**config.mk**
```make
export PLATFORM = sky130hd
export DESIGN_NAME = qsp_mem_end_flat
export DESIGN_NICKNAME = d
export VERILOG_FILES = /design/src/core/qsp_pkg.sv /design/src/core/qsp_link_if.sv /design/src/core/qsp_mem_end.sv /design/src/flat_wrapper.sv
export SDC_FILE = /design/constraint.sdc
export NUM_CORES = 2
export LEC_CHECK = 0
export BUFFER_PORTS_ARGS = -buffer_cell sky130_fd_sc_hd__buf_2
export CAP_MARGIN = 40
export CELL_PAD_IN_SITES_DETAIL_PLACEMENT = 0
export CELL_PAD_IN_SITES_GLOBAL_PLACEMENT = 2
export CORE_UTILIZATION = 40
export DETAILED_ROUTE_END_ITERATION = 8
export PLACE_DENSITY = 0.66
export SLEW_MARGIN = 20
export SYNTH_ARGS = -nofsm -noshare
export SYNTH_HDL_FRONTEND = slang
export SYNTH_SLANG_ARGS = --single-unit
```
**constraint.sdc**
```tcl
create_clock -name CLK_IN -period 2.55 [get_ports CLK_IN]
set_input_delay 0.255 -clock CLK_IN [delete_from_list [all_inputs] [get_ports CLK_IN]]
set_output_delay 0.255 -clock CLK_IN [all_outputs]
set_load 0.02 [all_outputs]
```
**src/core/qsp_pkg.sv**
```systemverilog
// ----------------------------------------------------------------------------
// Shared constants for the burst-of-two DDR static memory port link
// ----------------------------------------------------------------------------
package qsp_pkg;

  // --------------------------------------------------------------------------
  // Widths (wide variant: four nine-bit lanes, 21 address bits)
  // --------------------------------------------------------------------------
  localparam int QSP_LANE_W  = 9;                        // Bits per byte lane
  localparam int QSP_LANES   = 4;                        // Lanes per data word
  localparam int QSP_DATA_W  = QSP_LANE_W * QSP_LANES;   // One data word
  localparam int QSP_BURST_W = 2 * QSP_DATA_W;           // Two-word burst
  localparam int QSP_ADDR_W  = 21;                       // Burst location address
  localparam int QSP_NARROW_ADDR_W = 22;                 // Address width of the 18-bit variant

  // --------------------------------------------------------------------------
  // Storage kept in flip-flops: only the low address bits index it
  // --------------------------------------------------------------------------
  localparam int QSP_IDX_W     = 4;                      // Stored index bits
  localparam int QSP_MEM_DEPTH = 1 << QSP_IDX_W;         // Stored burst locations

  // --------------------------------------------------------------------------
  // Read latency in link halves (one CLK_IN cycle per half)
  // --------------------------------------------------------------------------
  localparam int QSP_RD_LAT_PLL_ON  = 4;                 // Two full link cycles
  localparam int QSP_RD_LAT_PLL_OFF = 2;                 // One full link cycle
  localparam int QSP_PIPE_D         = QSP_RD_LAT_PLL_ON; // Pending read stages

  // --------------------------------------------------------------------------
  // Reset and strap defaults
  // --------------------------------------------------------------------------
  localparam logic QSP_TERM_HIGH_RST = 1'b1;             // Undriven strap means high range
  localparam logic QSP_PLL_ON_RST    = 1'b1;             // Normal PLL-on mode
  localparam logic QSP_SEL_IDLE      = 1'b1;             // Port selects idle high

  // --------------------------------------------------------------------------
  // State encodings
  // --------------------------------------------------------------------------
  typedef enum logic [1:0] {
    QSP_PH_K_HALF  = 2'b01,                              // Positive clock rising half
    QSP_PH_KN_HALF = 2'b10                               // Negative clock rising half
  } qsp_phase_type;

  typedef enum logic [2:0] {
    QSP_RO_IDLE  = 3'b001,                               // Outputs floating
    QSP_RO_WORD0 = 3'b010,                               // First burst word on bus
    QSP_RO_WORD1 = 3'b100                                // Second burst word on bus
  } qsp_rdout_type;

endpackage

```
**src/core/qsp_link_if.sv**
```systemverilog
`timescale 1ns/1ps
// ----------------------------------------------------------------------------
// Pin-level link between memory controller and memory
// ----------------------------------------------------------------------------
interface qsp_link_if;
  import qsp_pkg::*;
  logic                  k;                         // Positive input clock level
  logic                  k_n;                       // Negative input clock level
  logic                  read_port_select_n;        // Read start, low active
  logic                  write_port_select_n;       // Write start, low active
  logic [QSP_ADDR_W-1:0] addr;                      // Shared address bus
  logic [QSP_DATA_W-1:0] d;                         // Write data bus
  logic [QSP_LANES-1:0]  byte_lane_write_select_n;  // Lane masks, low writes
  logic [QSP_DATA_W-1:0] q;                         // Read data driven value
  logic                  q_oe;                      // Read data output enable
  logic                  read_output_valid;         // Read data valid
  logic                  echo_clock;                // Echo clock
  logic                  echo_clock_n;              // Inverted echo clock
  logic                  termination_range_select;  // Termination strap
  logic                  pll_off_n;                 // PLL off, low active

  modport mem (
    input  k, k_n, read_port_select_n, write_port_select_n, addr, d,
           byte_lane_write_select_n, termination_range_select, pll_off_n,
    output q, q_oe, read_output_valid, echo_clock, echo_clock_n
  );

  modport ctl (
    output k, k_n, read_port_select_n, write_port_select_n, addr, d,
           byte_lane_write_select_n, termination_range_select, pll_off_n,
    input  q, q_oe, read_output_valid, echo_clock, echo_clock_n
  );
endinterface

```
**src/core/qsp_mem_end.sv**
```systemverilog
`timescale 1ns/1ps
// Contract
// - Write data sampled on both clock edges
// - Low write select at K starts write
// - Deselected write port ignores data, no update
// - Each lane select gates one nine-bit lane
// - Lane selects sampled with their data word
// - Unselected lane keeps its old contents
// - Read address at K, write address at K-bar
// - Address width 22 narrow, 21 wide
// - Deselected port's address is ignored
// - Read words launched on both clock edges
// - Deselected read port floats its outputs
// - Low read select at K starts read
// - Pending read completes before outputs float
// - Each read returns exactly two words
// - Valid flag marks read data, echo aligned
// - Termination strap captured once at initialisation
// - Accesses start only on K rising edge
// - Echo clocks run free, tied to K
// - PLL off selects one-cycle latency mode
module qsp_mem_end
  import qsp_pkg::*;
(
  input  wire logic CLK_IN,                // System clock
  input  wire logic RST_N_IN,              // Synchronous reset, low active
  input  wire logic CE_IN,                 // Clock enable, freezes all state
  qsp_link_if.mem   LINK,                  // Pin side toward the controller
  output logic      TERM_RANGE_HIGH_OUT,   // Captured termination range
  output logic      PLL_BYPASS_MODE_OUT    // High in single-cycle latency mode
);

  // --------------------------------------------------------------------------
  // Half decode
  // --------------------------------------------------------------------------
  // The link clocks arrive from logic on CLK_IN, so their levels name the half
  logic k_half;                                 // Positive clock rising half
  logic kn_half;                                // Negative clock rising half
  logic [QSP_IDX_W-1:0] link_idx;               // Stored index from address bus

  assign k_half   = LINK.k & ~LINK.k_n;
  assign kn_half  = LINK.k_n & ~LINK.k;
  // Only the low bits index the stored locations; upper bits alias
  assign link_idx = LINK.addr[QSP_IDX_W-1:0];

  // --------------------------------------------------------------------------
  // Storage
  // --------------------------------------------------------------------------
  logic [QSP_DATA_W-1:0] mem_w0 [QSP_MEM_DEPTH];   // First word of each burst
  logic [QSP_DATA_W-1:0] mem_w1 [QSP_MEM_DEPTH];   // Second word of each burst

  // --------------------------------------------------------------------------
  // Write capture
  // --------------------------------------------------------------------------
  logic                  wr_open_r;             // Write started, awaiting second half
  logic [QSP_DATA_W-1:0] wr_word0_r;            // First write word held
  logic [QSP_LANES-1:0]  wr_lane0_n_r;          // First word lane selects held

  // Write start is only looked at on the positive half
  always_ff @(posedge CLK_IN) begin
    if (!RST_N_IN) begin
      wr_open_r <= 1'b0;
    end else if (CE_IN) begin
      if (k_half) begin
        wr_open_r <= ~LINK.write_port_select_n;
      end else begin
        // Burst closes at its second half
        wr_open_r <= 1'b0;
      end
    end
  end

  // First word and its lanes, held until the write address arrives
  always_ff @(posedge CLK_IN) begin
    if (!RST_N_IN) begin
      wr_word0_r   <= '0;
      wr_lane0_n_r <= '1;
    end else if (CE_IN) begin
      // Deselected write leaves held data untouched
      if (k_half && !LINK.write_port_select_n) begin
        wr_word0_r   <= LINK.d;
        wr_lane0_n_r <= LINK.byte_lane_write_select_n;
      end
    end
  end

  // Both words land together at the second half, when the write address is known.
  // Storage has no reset: a memory array holds garbage after power-up anyway.
  always_ff @(posedge CLK_IN) begin
    if (CE_IN && RST_N_IN && kn_half && wr_open_r) begin
      for (int l = 0; l < QSP_LANES; l++) begin
        // Lane select low writes the lane, high keeps the old bits
        if (!wr_lane0_n_r[l]) begin
          mem_w0[link_idx][l*QSP_LANE_W +: QSP_LANE_W] <= wr_word0_r[l*QSP_LANE_W +: QSP_LANE_W];
        end
        // Second word uses lane selects sampled beside it
        if (!LINK.byte_lane_write_select_n[l]) begin
          mem_w1[link_idx][l*QSP_LANE_W +: QSP_LANE_W] <= LINK.d[l*QSP_LANE_W +: QSP_LANE_W];
        end
      end
    end
  end

  // --------------------------------------------------------------------------
  // Read request pipeline
  // --------------------------------------------------------------------------
  logic [QSP_PIPE_D-1:0] rd_vld_r;              // Pending read per half
  logic [QSP_IDX_W-1:0]  rd_idx_r [QSP_PIPE_D]; // Pending read index per half
  logic                  lat_hit;               // Pending read reaches the bus
  logic [QSP_IDX_W-1:0]  lat_idx;               // Its stored index

  // Read address is taken only at the positive half with read select low
  always_ff @(posedge CLK_IN) begin
    if (!RST_N_IN) begin
      rd_vld_r <= '0;
    end else if (CE_IN) begin
      rd_vld_r <= {rd_vld_r[QSP_PIPE_D-2:0], k_half & ~LINK.read_port_select_n};
    end
  end

  // Index shift; stale entries are harmless because the valid bit gates them
  always_ff @(posedge CLK_IN) begin
    if (!RST_N_IN) begin
      for (int s = 0; s < QSP_PIPE_D; s++) begin
        rd_idx_r[s] <= '0;
      end
    end else if (CE_IN) begin
      rd_idx_r[0] <= link_idx;
      for (int s = 1; s < QSP_PIPE_D; s++) begin
        rd_idx_r[s] <= rd_idx_r[s-1];
      end
    end
  end

  // Latency tap chosen by the PLL strap
  always_comb begin
    if (LINK.pll_off_n) begin
      lat_hit = rd_vld_r[QSP_RD_LAT_PLL_ON-1];
      lat_idx = rd_idx_r[QSP_RD_LAT_PLL_ON-1];
    end else begin
      lat_hit = rd_vld_r[QSP_RD_LAT_PLL_OFF-1];
      lat_idx = rd_idx_r[QSP_RD_LAT_PLL_OFF-1];
    end
  end

  // --------------------------------------------------------------------------
  // Read output drive
  // --------------------------------------------------------------------------
  qsp_rdout_type         ro_state_r;            // Output burst state
  logic [QSP_IDX_W-1:0]  ro_idx_r;              // Index of burst on the bus
  logic [QSP_DATA_W-1:0] q_r;                   // Read data register
  logic                  q_oe_r;                // Read drive enable
  logic                  vld_r;                 // Read valid flag

  // Array is read at launch time, so a write just before still shows
  always_ff @(posedge CLK_IN) begin
    if (!RST_N_IN) begin
      ro_state_r <= QSP_RO_IDLE;
      ro_idx_r   <= '0;
      q_r        <= '0;
      q_oe_r     <= 1'b0;
      vld_r      <= 1'b0;
    end else if (CE_IN) begin
      case (ro_state_r)
        QSP_RO_IDLE, QSP_RO_WORD1: begin
          if (lat_hit) begin
            // First word launched on one half
            ro_state_r <= QSP_RO_WORD0;
            ro_idx_r   <= lat_idx;
            q_r        <= mem_w0[lat_idx];
            q_oe_r     <= 1'b1;
            vld_r      <= 1'b1;
          end else begin
            // Nothing pending: float once the burst has finished
            ro_state_r <= QSP_RO_IDLE;
            q_oe_r     <= 1'b0;
            vld_r      <= 1'b0;
          end
        end
        QSP_RO_WORD0: begin
          // Second word always follows on the other half
          ro_state_r <= QSP_RO_WORD1;
          q_r        <= mem_w1[ro_idx_r];
          q_oe_r     <= 1'b1;
          vld_r      <= 1'b1;
        end
        default: begin
          ro_state_r <= QSP_RO_IDLE;
          q_oe_r     <= 1'b0;
          vld_r      <= 1'b0;
        end
      endcase
    end
  end

  assign LINK.q                 = q_r;
  assign LINK.q_oe              = q_oe_r;
  assign LINK.read_output_valid = vld_r;

  // --------------------------------------------------------------------------
  // Echo clocks
  // --------------------------------------------------------------------------
  logic echo_r;                                 // Echo clock
  logic echo_n_r;                               // Inverted echo clock

  // Runs whatever the read port does; flops keep valid edge aligned to it
  always_ff @(posedge CLK_IN) begin
    if (!RST_N_IN) begin
      echo_r   <= 1'b0;
      echo_n_r <= 1'b1;
    end else if (CE_IN) begin
      echo_r   <= k_half;
      echo_n_r <= ~k_half;
    end
  end

  assign LINK.echo_clock   = echo_r;
  assign LINK.echo_clock_n = echo_n_r;

  // --------------------------------------------------------------------------
  // Straps
  // --------------------------------------------------------------------------
  logic strap_done_r;                           // Termination strap taken
  logic term_high_r;                            // Captured termination range
  logic pll_bypass_r;                           // Single-cycle mode indicator

  // Strap is caught on the first enabled edge after reset, never again
  always_ff @(posedge CLK_IN) begin
    if (!RST_N_IN) begin
      strap_done_r <= 1'b0;
      term_high_r  <= QSP_TERM_HIGH_RST;
    end else if (CE_IN && !strap_done_r) begin
      strap_done_r <= 1'b1;
      term_high_r  <= LINK.termination_range_select;
    end
  end

  // Mode follows the PLL strap level
  always_ff @(posedge CLK_IN) begin
    if (!RST_N_IN) begin
      pll_bypass_r <= ~QSP_PLL_ON_RST;
    end else if (CE_IN) begin
      pll_bypass_r <= ~LINK.pll_off_n;
    end
  end

  assign TERM_RANGE_HIGH_OUT = term_high_r;
  assign PLL_BYPASS_MODE_OUT = pll_bypass_r;

endmodule // qsp_mem_end

```
**src/flat_wrapper.sv**
```systemverilog
// flat-port wrapper written by rule: the top's interface ports become plain ports
module qsp_mem_end_flat import qsp_pkg::*;
  (CLK_IN, RST_N_IN, CE_IN, TERM_RANGE_HIGH_OUT, PLL_BYPASS_MODE_OUT, LINK_k, LINK_k_n, LINK_read_port_select_n, LINK_write_port_select_n, LINK_addr, LINK_d, LINK_byte_lane_write_select_n, LINK_termination_range_select, LINK_pll_off_n, LINK_q, LINK_q_oe, LINK_read_output_valid, LINK_echo_clock, LINK_echo_clock_n);
  qsp_link_if LINK_i ();
  input  wire logic CLK_IN;
  input  wire logic RST_N_IN;
  input  wire logic CE_IN;
  output logic TERM_RANGE_HIGH_OUT;
  output logic PLL_BYPASS_MODE_OUT;
  input wire logic [$bits(LINK_i.k)-1:0] LINK_k;
  input wire logic [$bits(LINK_i.k_n)-1:0] LINK_k_n;
  input wire logic [$bits(LINK_i.read_port_select_n)-1:0] LINK_read_port_select_n;
  input wire logic [$bits(LINK_i.write_port_select_n)-1:0] LINK_write_port_select_n;
  input wire logic [$bits(LINK_i.addr)-1:0] LINK_addr;
  input wire logic [$bits(LINK_i.d)-1:0] LINK_d;
  input wire logic [$bits(LINK_i.byte_lane_write_select_n)-1:0] LINK_byte_lane_write_select_n;
  input wire logic [$bits(LINK_i.termination_range_select)-1:0] LINK_termination_range_select;
  input wire logic [$bits(LINK_i.pll_off_n)-1:0] LINK_pll_off_n;
  output wire logic [$bits(LINK_i.q)-1:0] LINK_q;
  output wire logic [$bits(LINK_i.q_oe)-1:0] LINK_q_oe;
  output wire logic [$bits(LINK_i.read_output_valid)-1:0] LINK_read_output_valid;
  output wire logic [$bits(LINK_i.echo_clock)-1:0] LINK_echo_clock;
  output wire logic [$bits(LINK_i.echo_clock_n)-1:0] LINK_echo_clock_n;
  assign LINK_i.k = LINK_k;
  assign LINK_i.k_n = LINK_k_n;
  assign LINK_i.read_port_select_n = LINK_read_port_select_n;
  assign LINK_i.write_port_select_n = LINK_write_port_select_n;
  assign LINK_i.addr = LINK_addr;
  assign LINK_i.d = LINK_d;
  assign LINK_i.byte_lane_write_select_n = LINK_byte_lane_write_select_n;
  assign LINK_i.termination_range_select = LINK_termination_range_select;
  assign LINK_i.pll_off_n = LINK_pll_off_n;
  assign LINK_q = LINK_i.q;
  assign LINK_q_oe = LINK_i.q_oe;
  assign LINK_read_output_valid = LINK_i.read_output_valid;
  assign LINK_echo_clock = LINK_i.echo_clock;
  assign LINK_echo_clock_n = LINK_i.echo_clock_n;
  qsp_mem_end u_core (.CLK_IN(CLK_IN), .RST_N_IN(RST_N_IN), .CE_IN(CE_IN), .LINK(LINK_i), .TERM_RANGE_HIGH_OUT(TERM_RANGE_HIGH_OUT), .PLL_BYPASS_MODE_OUT(PLL_BYPASS_MODE_OUT));
endmodule
```
==> impl_metrics.env <==
export IMPL_grt_pass1_vias=25400
export IMPL_timing_final_ws_setup_ns=0.158
export IMPL_vias=24200
export IMPL_num_io_pins=112
export IMPL_crit_fanout=29
export IMPL_antenna_found_initial=8
export IMPL_drt_pass1_iter_count=5
export IMPL_timing_final_crit_share=0.938
export IMPL_routed_via_density=5.32
export IMPL_final_max_slew_viol_count=0
export IMPL_cts_resized=0
export IMPL_synthesis_area_um2=48100
export IMPL_insertedDiodeCount=0
export IMPL_clock_skew_ns=0.0196
export IMPL_ys_top_cells_by_area="edfxtp_1 73%, mux4_2 12%, dfxtp_1 4.1%"
export IMPL_max_slew_margin=0.510
export IMPL_yosysSeqAreaShare=0.771
export IMPL_crit_path_end_kind="flip-flop"
export IMPL_dieHeight_um=349
export IMPL_dpl_worst_slack_ns=0.0457
export IMPL_cap_violations=0
export IMPL_power_frac_comb=0.035
export IMPL_initial_utilization=0.405
export IMPL_yosysMostFrequentCell="edfxtp_1"
export IMPL_clk_latency_ns=0.73
export IMPL_intPower_w=0.0339
export IMPL_min_from="LINK_write_port_select_n"
export IMPL_synth_avg_cell_area_um2=19.3
export IMPL_routabilityCongestion=0.780
export IMPL_p_per_area_nw_per_um2=753
export IMPL_areaGrowthSynthToFinish_pct=17.8
export IMPL_first_iter_violations=2088
export IMPL_tns_ns=0
export IMPL_hold_violations=0
export IMPL_grt_pass1_wl_um=169000
export IMPL_grt_overflow_total=0
export IMPL_wl_per_cell_um=25.1
export IMPL_cts_tree="done"
export IMPL_synth_edf_count=1168
export IMPL_dpl_hpwl_um=75600
export IMPL_clk_path_buf_depth=3
export IMPL_arrival_ns=3.00
export IMPL_synth_largest_area_cell="edfxtp_1"
export IMPL_core_area_um2=119000
export IMPL_netSwitchingFraction=0.204
export IMPL_port_buffers=94
export IMPL_worst_setup_path_start_kind="flip-flop"
export IMPL_syn_inst=2485
export IMPL_r2r_setup_slack_ns=0.16
export IMPL_synth_common_cells="1,168 x edfxtp_1, 249 x mux4_2, 182 x nand2_1"
export IMPL_critPathRequiredTime_ns=3.16
export IMPL_clkSlewWorstSetupHoldPaths_ns=0.06
export IMPL_h_tree_depth=4
export IMPL_clock_power_share=0.433
export IMPL_drc=0
export IMPL_ys_seq_elements=1266
export IMPL_yosys_warnings=0
export IMPL_seq_power_share=0.532
export IMPL_place_area_um2=52000
export IMPL_numCtsBuffers=132
export IMPL_postCtsSetupRepairBufs=0
export IMPL_crit_type="flip-flop to flip-flop"
export IMPL_cts_hold_buf=49
export IMPL_final_cells=4554
export IMPL_max_freq_mhz=418
export IMPL_p_leak_nw=19.2
export IMPL_grt_max_degree=74
export IMPL_hp_class="primary input to flip-flop"
export IMPL_drt_wl_total_um=114000
export IMPL_period_minus_slack_ns=2.39
export IMPL_synth_ff_type="edfxtp_1"
export IMPL_placed_cells=4265
export IMPL_rsz0062_at_grt="false"
export IMPL_crit_end="u_core.LINK.q[34]"
export IMPL_synthDistinctLibCells=42
export IMPL_p_sw_w=0.00868
export IMPL_dieArea_um2=122000
export IMPL_drive_gt1_frac=0.267
export IMPL_fin_area_um2=56600
export IMPL_netlist_area_leader_share=0.730
export IMPL_timing_rr_end="u_core.LINK.q[34]"
export IMPL_async_reset_ff_frac=0
export IMPL_irDropWorstVdd_v=0.000613
export IMPL_r2r_cells=6
export IMPL_grt_total_usage=0.191
export IMPL_cts_sinks=1266
export IMPL_synth_nets=2555
export IMPL_ant_nets=0
export IMPL_worst_pin_slew_ns=0.735
export IMPL_die_x_um=349
export IMPL_fp_row_count=126
export IMPL_nets=2918
export IMPL_status="complete, no violations"
export IMPL_report_final_setup_viol=0
export IMPL_clockRootBuffer="clkbuf_16"
## stage by stage
stage / power (W) / hold slack [ns] / util
after floorplan: 0.0239 / 0.354 / -
final: 0.0426 / 0.0620 / 0.477
after global placement: 0.0245 / 0.444 / 0.438
after global routing: 0.0440 / 0.0303 / 0.477
after CTS: 0.0431 / 0.00774 / 0.477
after detailed placement: 0.0246 / 0.450 / 0.438
## power groups by stage
stage               sequential [W]  clock, W  combinational [W]
floorplan                   0.0231         0           0.000788
global placement            0.0231         0            0.00144
detailed placement          0.0231         0            0.00146
CTS                         0.0227    0.0189            0.00152
global route                0.0227    0.0197            0.00159
finish                      0.0227    0.0185            0.00148
## worst max-delay path, cell delays in order (launching register included)
cell,delay (ns)
dfxtp_4,0.39
buf_12,0.24
buf_4,0.28
mux4_2,0.52
a21oi_1,0.41
a21oi_1,0.20
a22o_1,0.21
## state kept, by name, summed over array words and instances, names as in the netlist, named ones only
signal,flops
u_core.TERM_RANGE_HIGH_OUT,1
u_core.PLL_BYPASS_MODE_OUT,1
u_core.rd_idx_r,16
u_core.ro_idx_r,4
u_core.LINK.echo_clock,1
u_core.wr_open_r,1
u_core.rd_vld_r,4
u_core.LINK.q_oe,1
u_core.ro_state_r,3
u_core.wr_word0_r,36
u_core.wr_lane0_n_r,4
u_core.mem_w1,576
u_core.LINK.q,36
u_core.strap_done_r,1
u_core.LINK.echo_clock_n,1
u_core.mem_w0,576
## cells in the final DEF (no fill, tap or decap), drive strengths merged, types with 4 or more instances in the layout
cell	instances
edfxtp	1168
buf	334
mux4	249
nand2	182
clkbuf	165
a21oi	143
nor2	134
dfxtp	98
a22o	70
clkinv	54
dlygate4sd3	49
mux2i	49
o21ai	43
a21boi	38
a32oi	36
o22ai	35
and3	16
nor2b	16
nand3	14
inv	12
or2	10
bufinv	10
o21a	4
mux2	4
## per-layer routing
layer  track usage  part of all wire  up-vias
li1              -                 -    10800
met1         0.253              0.42    12700
met2         0.329              0.51      549
met3        0.0298             0.045      159
met4        0.0496             0.021        0
met5             0                 0        -
## kinds of logic after synthesis
logic type	Yosys count	synth area share
AND/OR/NAND/NOR	382	0.0332
multiplexers	302	0.128
flip-flops	1266	0.771
XOR/XNOR	1	0.000182
AO/OA/AOI/OAI	377	0.0513
buffers and inverters	157	0.0167
## area by class of cell
cell class	count	area, µm²
Clock inverter	75	652
Tap cell	1600	2000
Fill cell	9984	61900
Timing Repair Buffer	383	3100
Multi-Input combinational cell	1062	10300
Inverter	3	11.3
Sequential cell	1266	37000
Clock buffer	165	3500
## worst min-delay path by stage
stage | cells past startpoint | endpoint | slack (ns)
finish | 3 | u_core.wr_open_r | 0.06
global placement | 2 | u_core.LINK.q_oe | 0.44
detailed placement | 2 | u_core.LINK.q_oe | 0.45
floorplan | 0 | u_core.mem_w1[0][0] | 0.35
global route | 2 | u_core.rd_idx_r[0][3] | 0.03
CTS | 2 | u_core.rd_idx_r[0][3] | 0.008
Note: power is estimated with default switching activity, not from simulation.
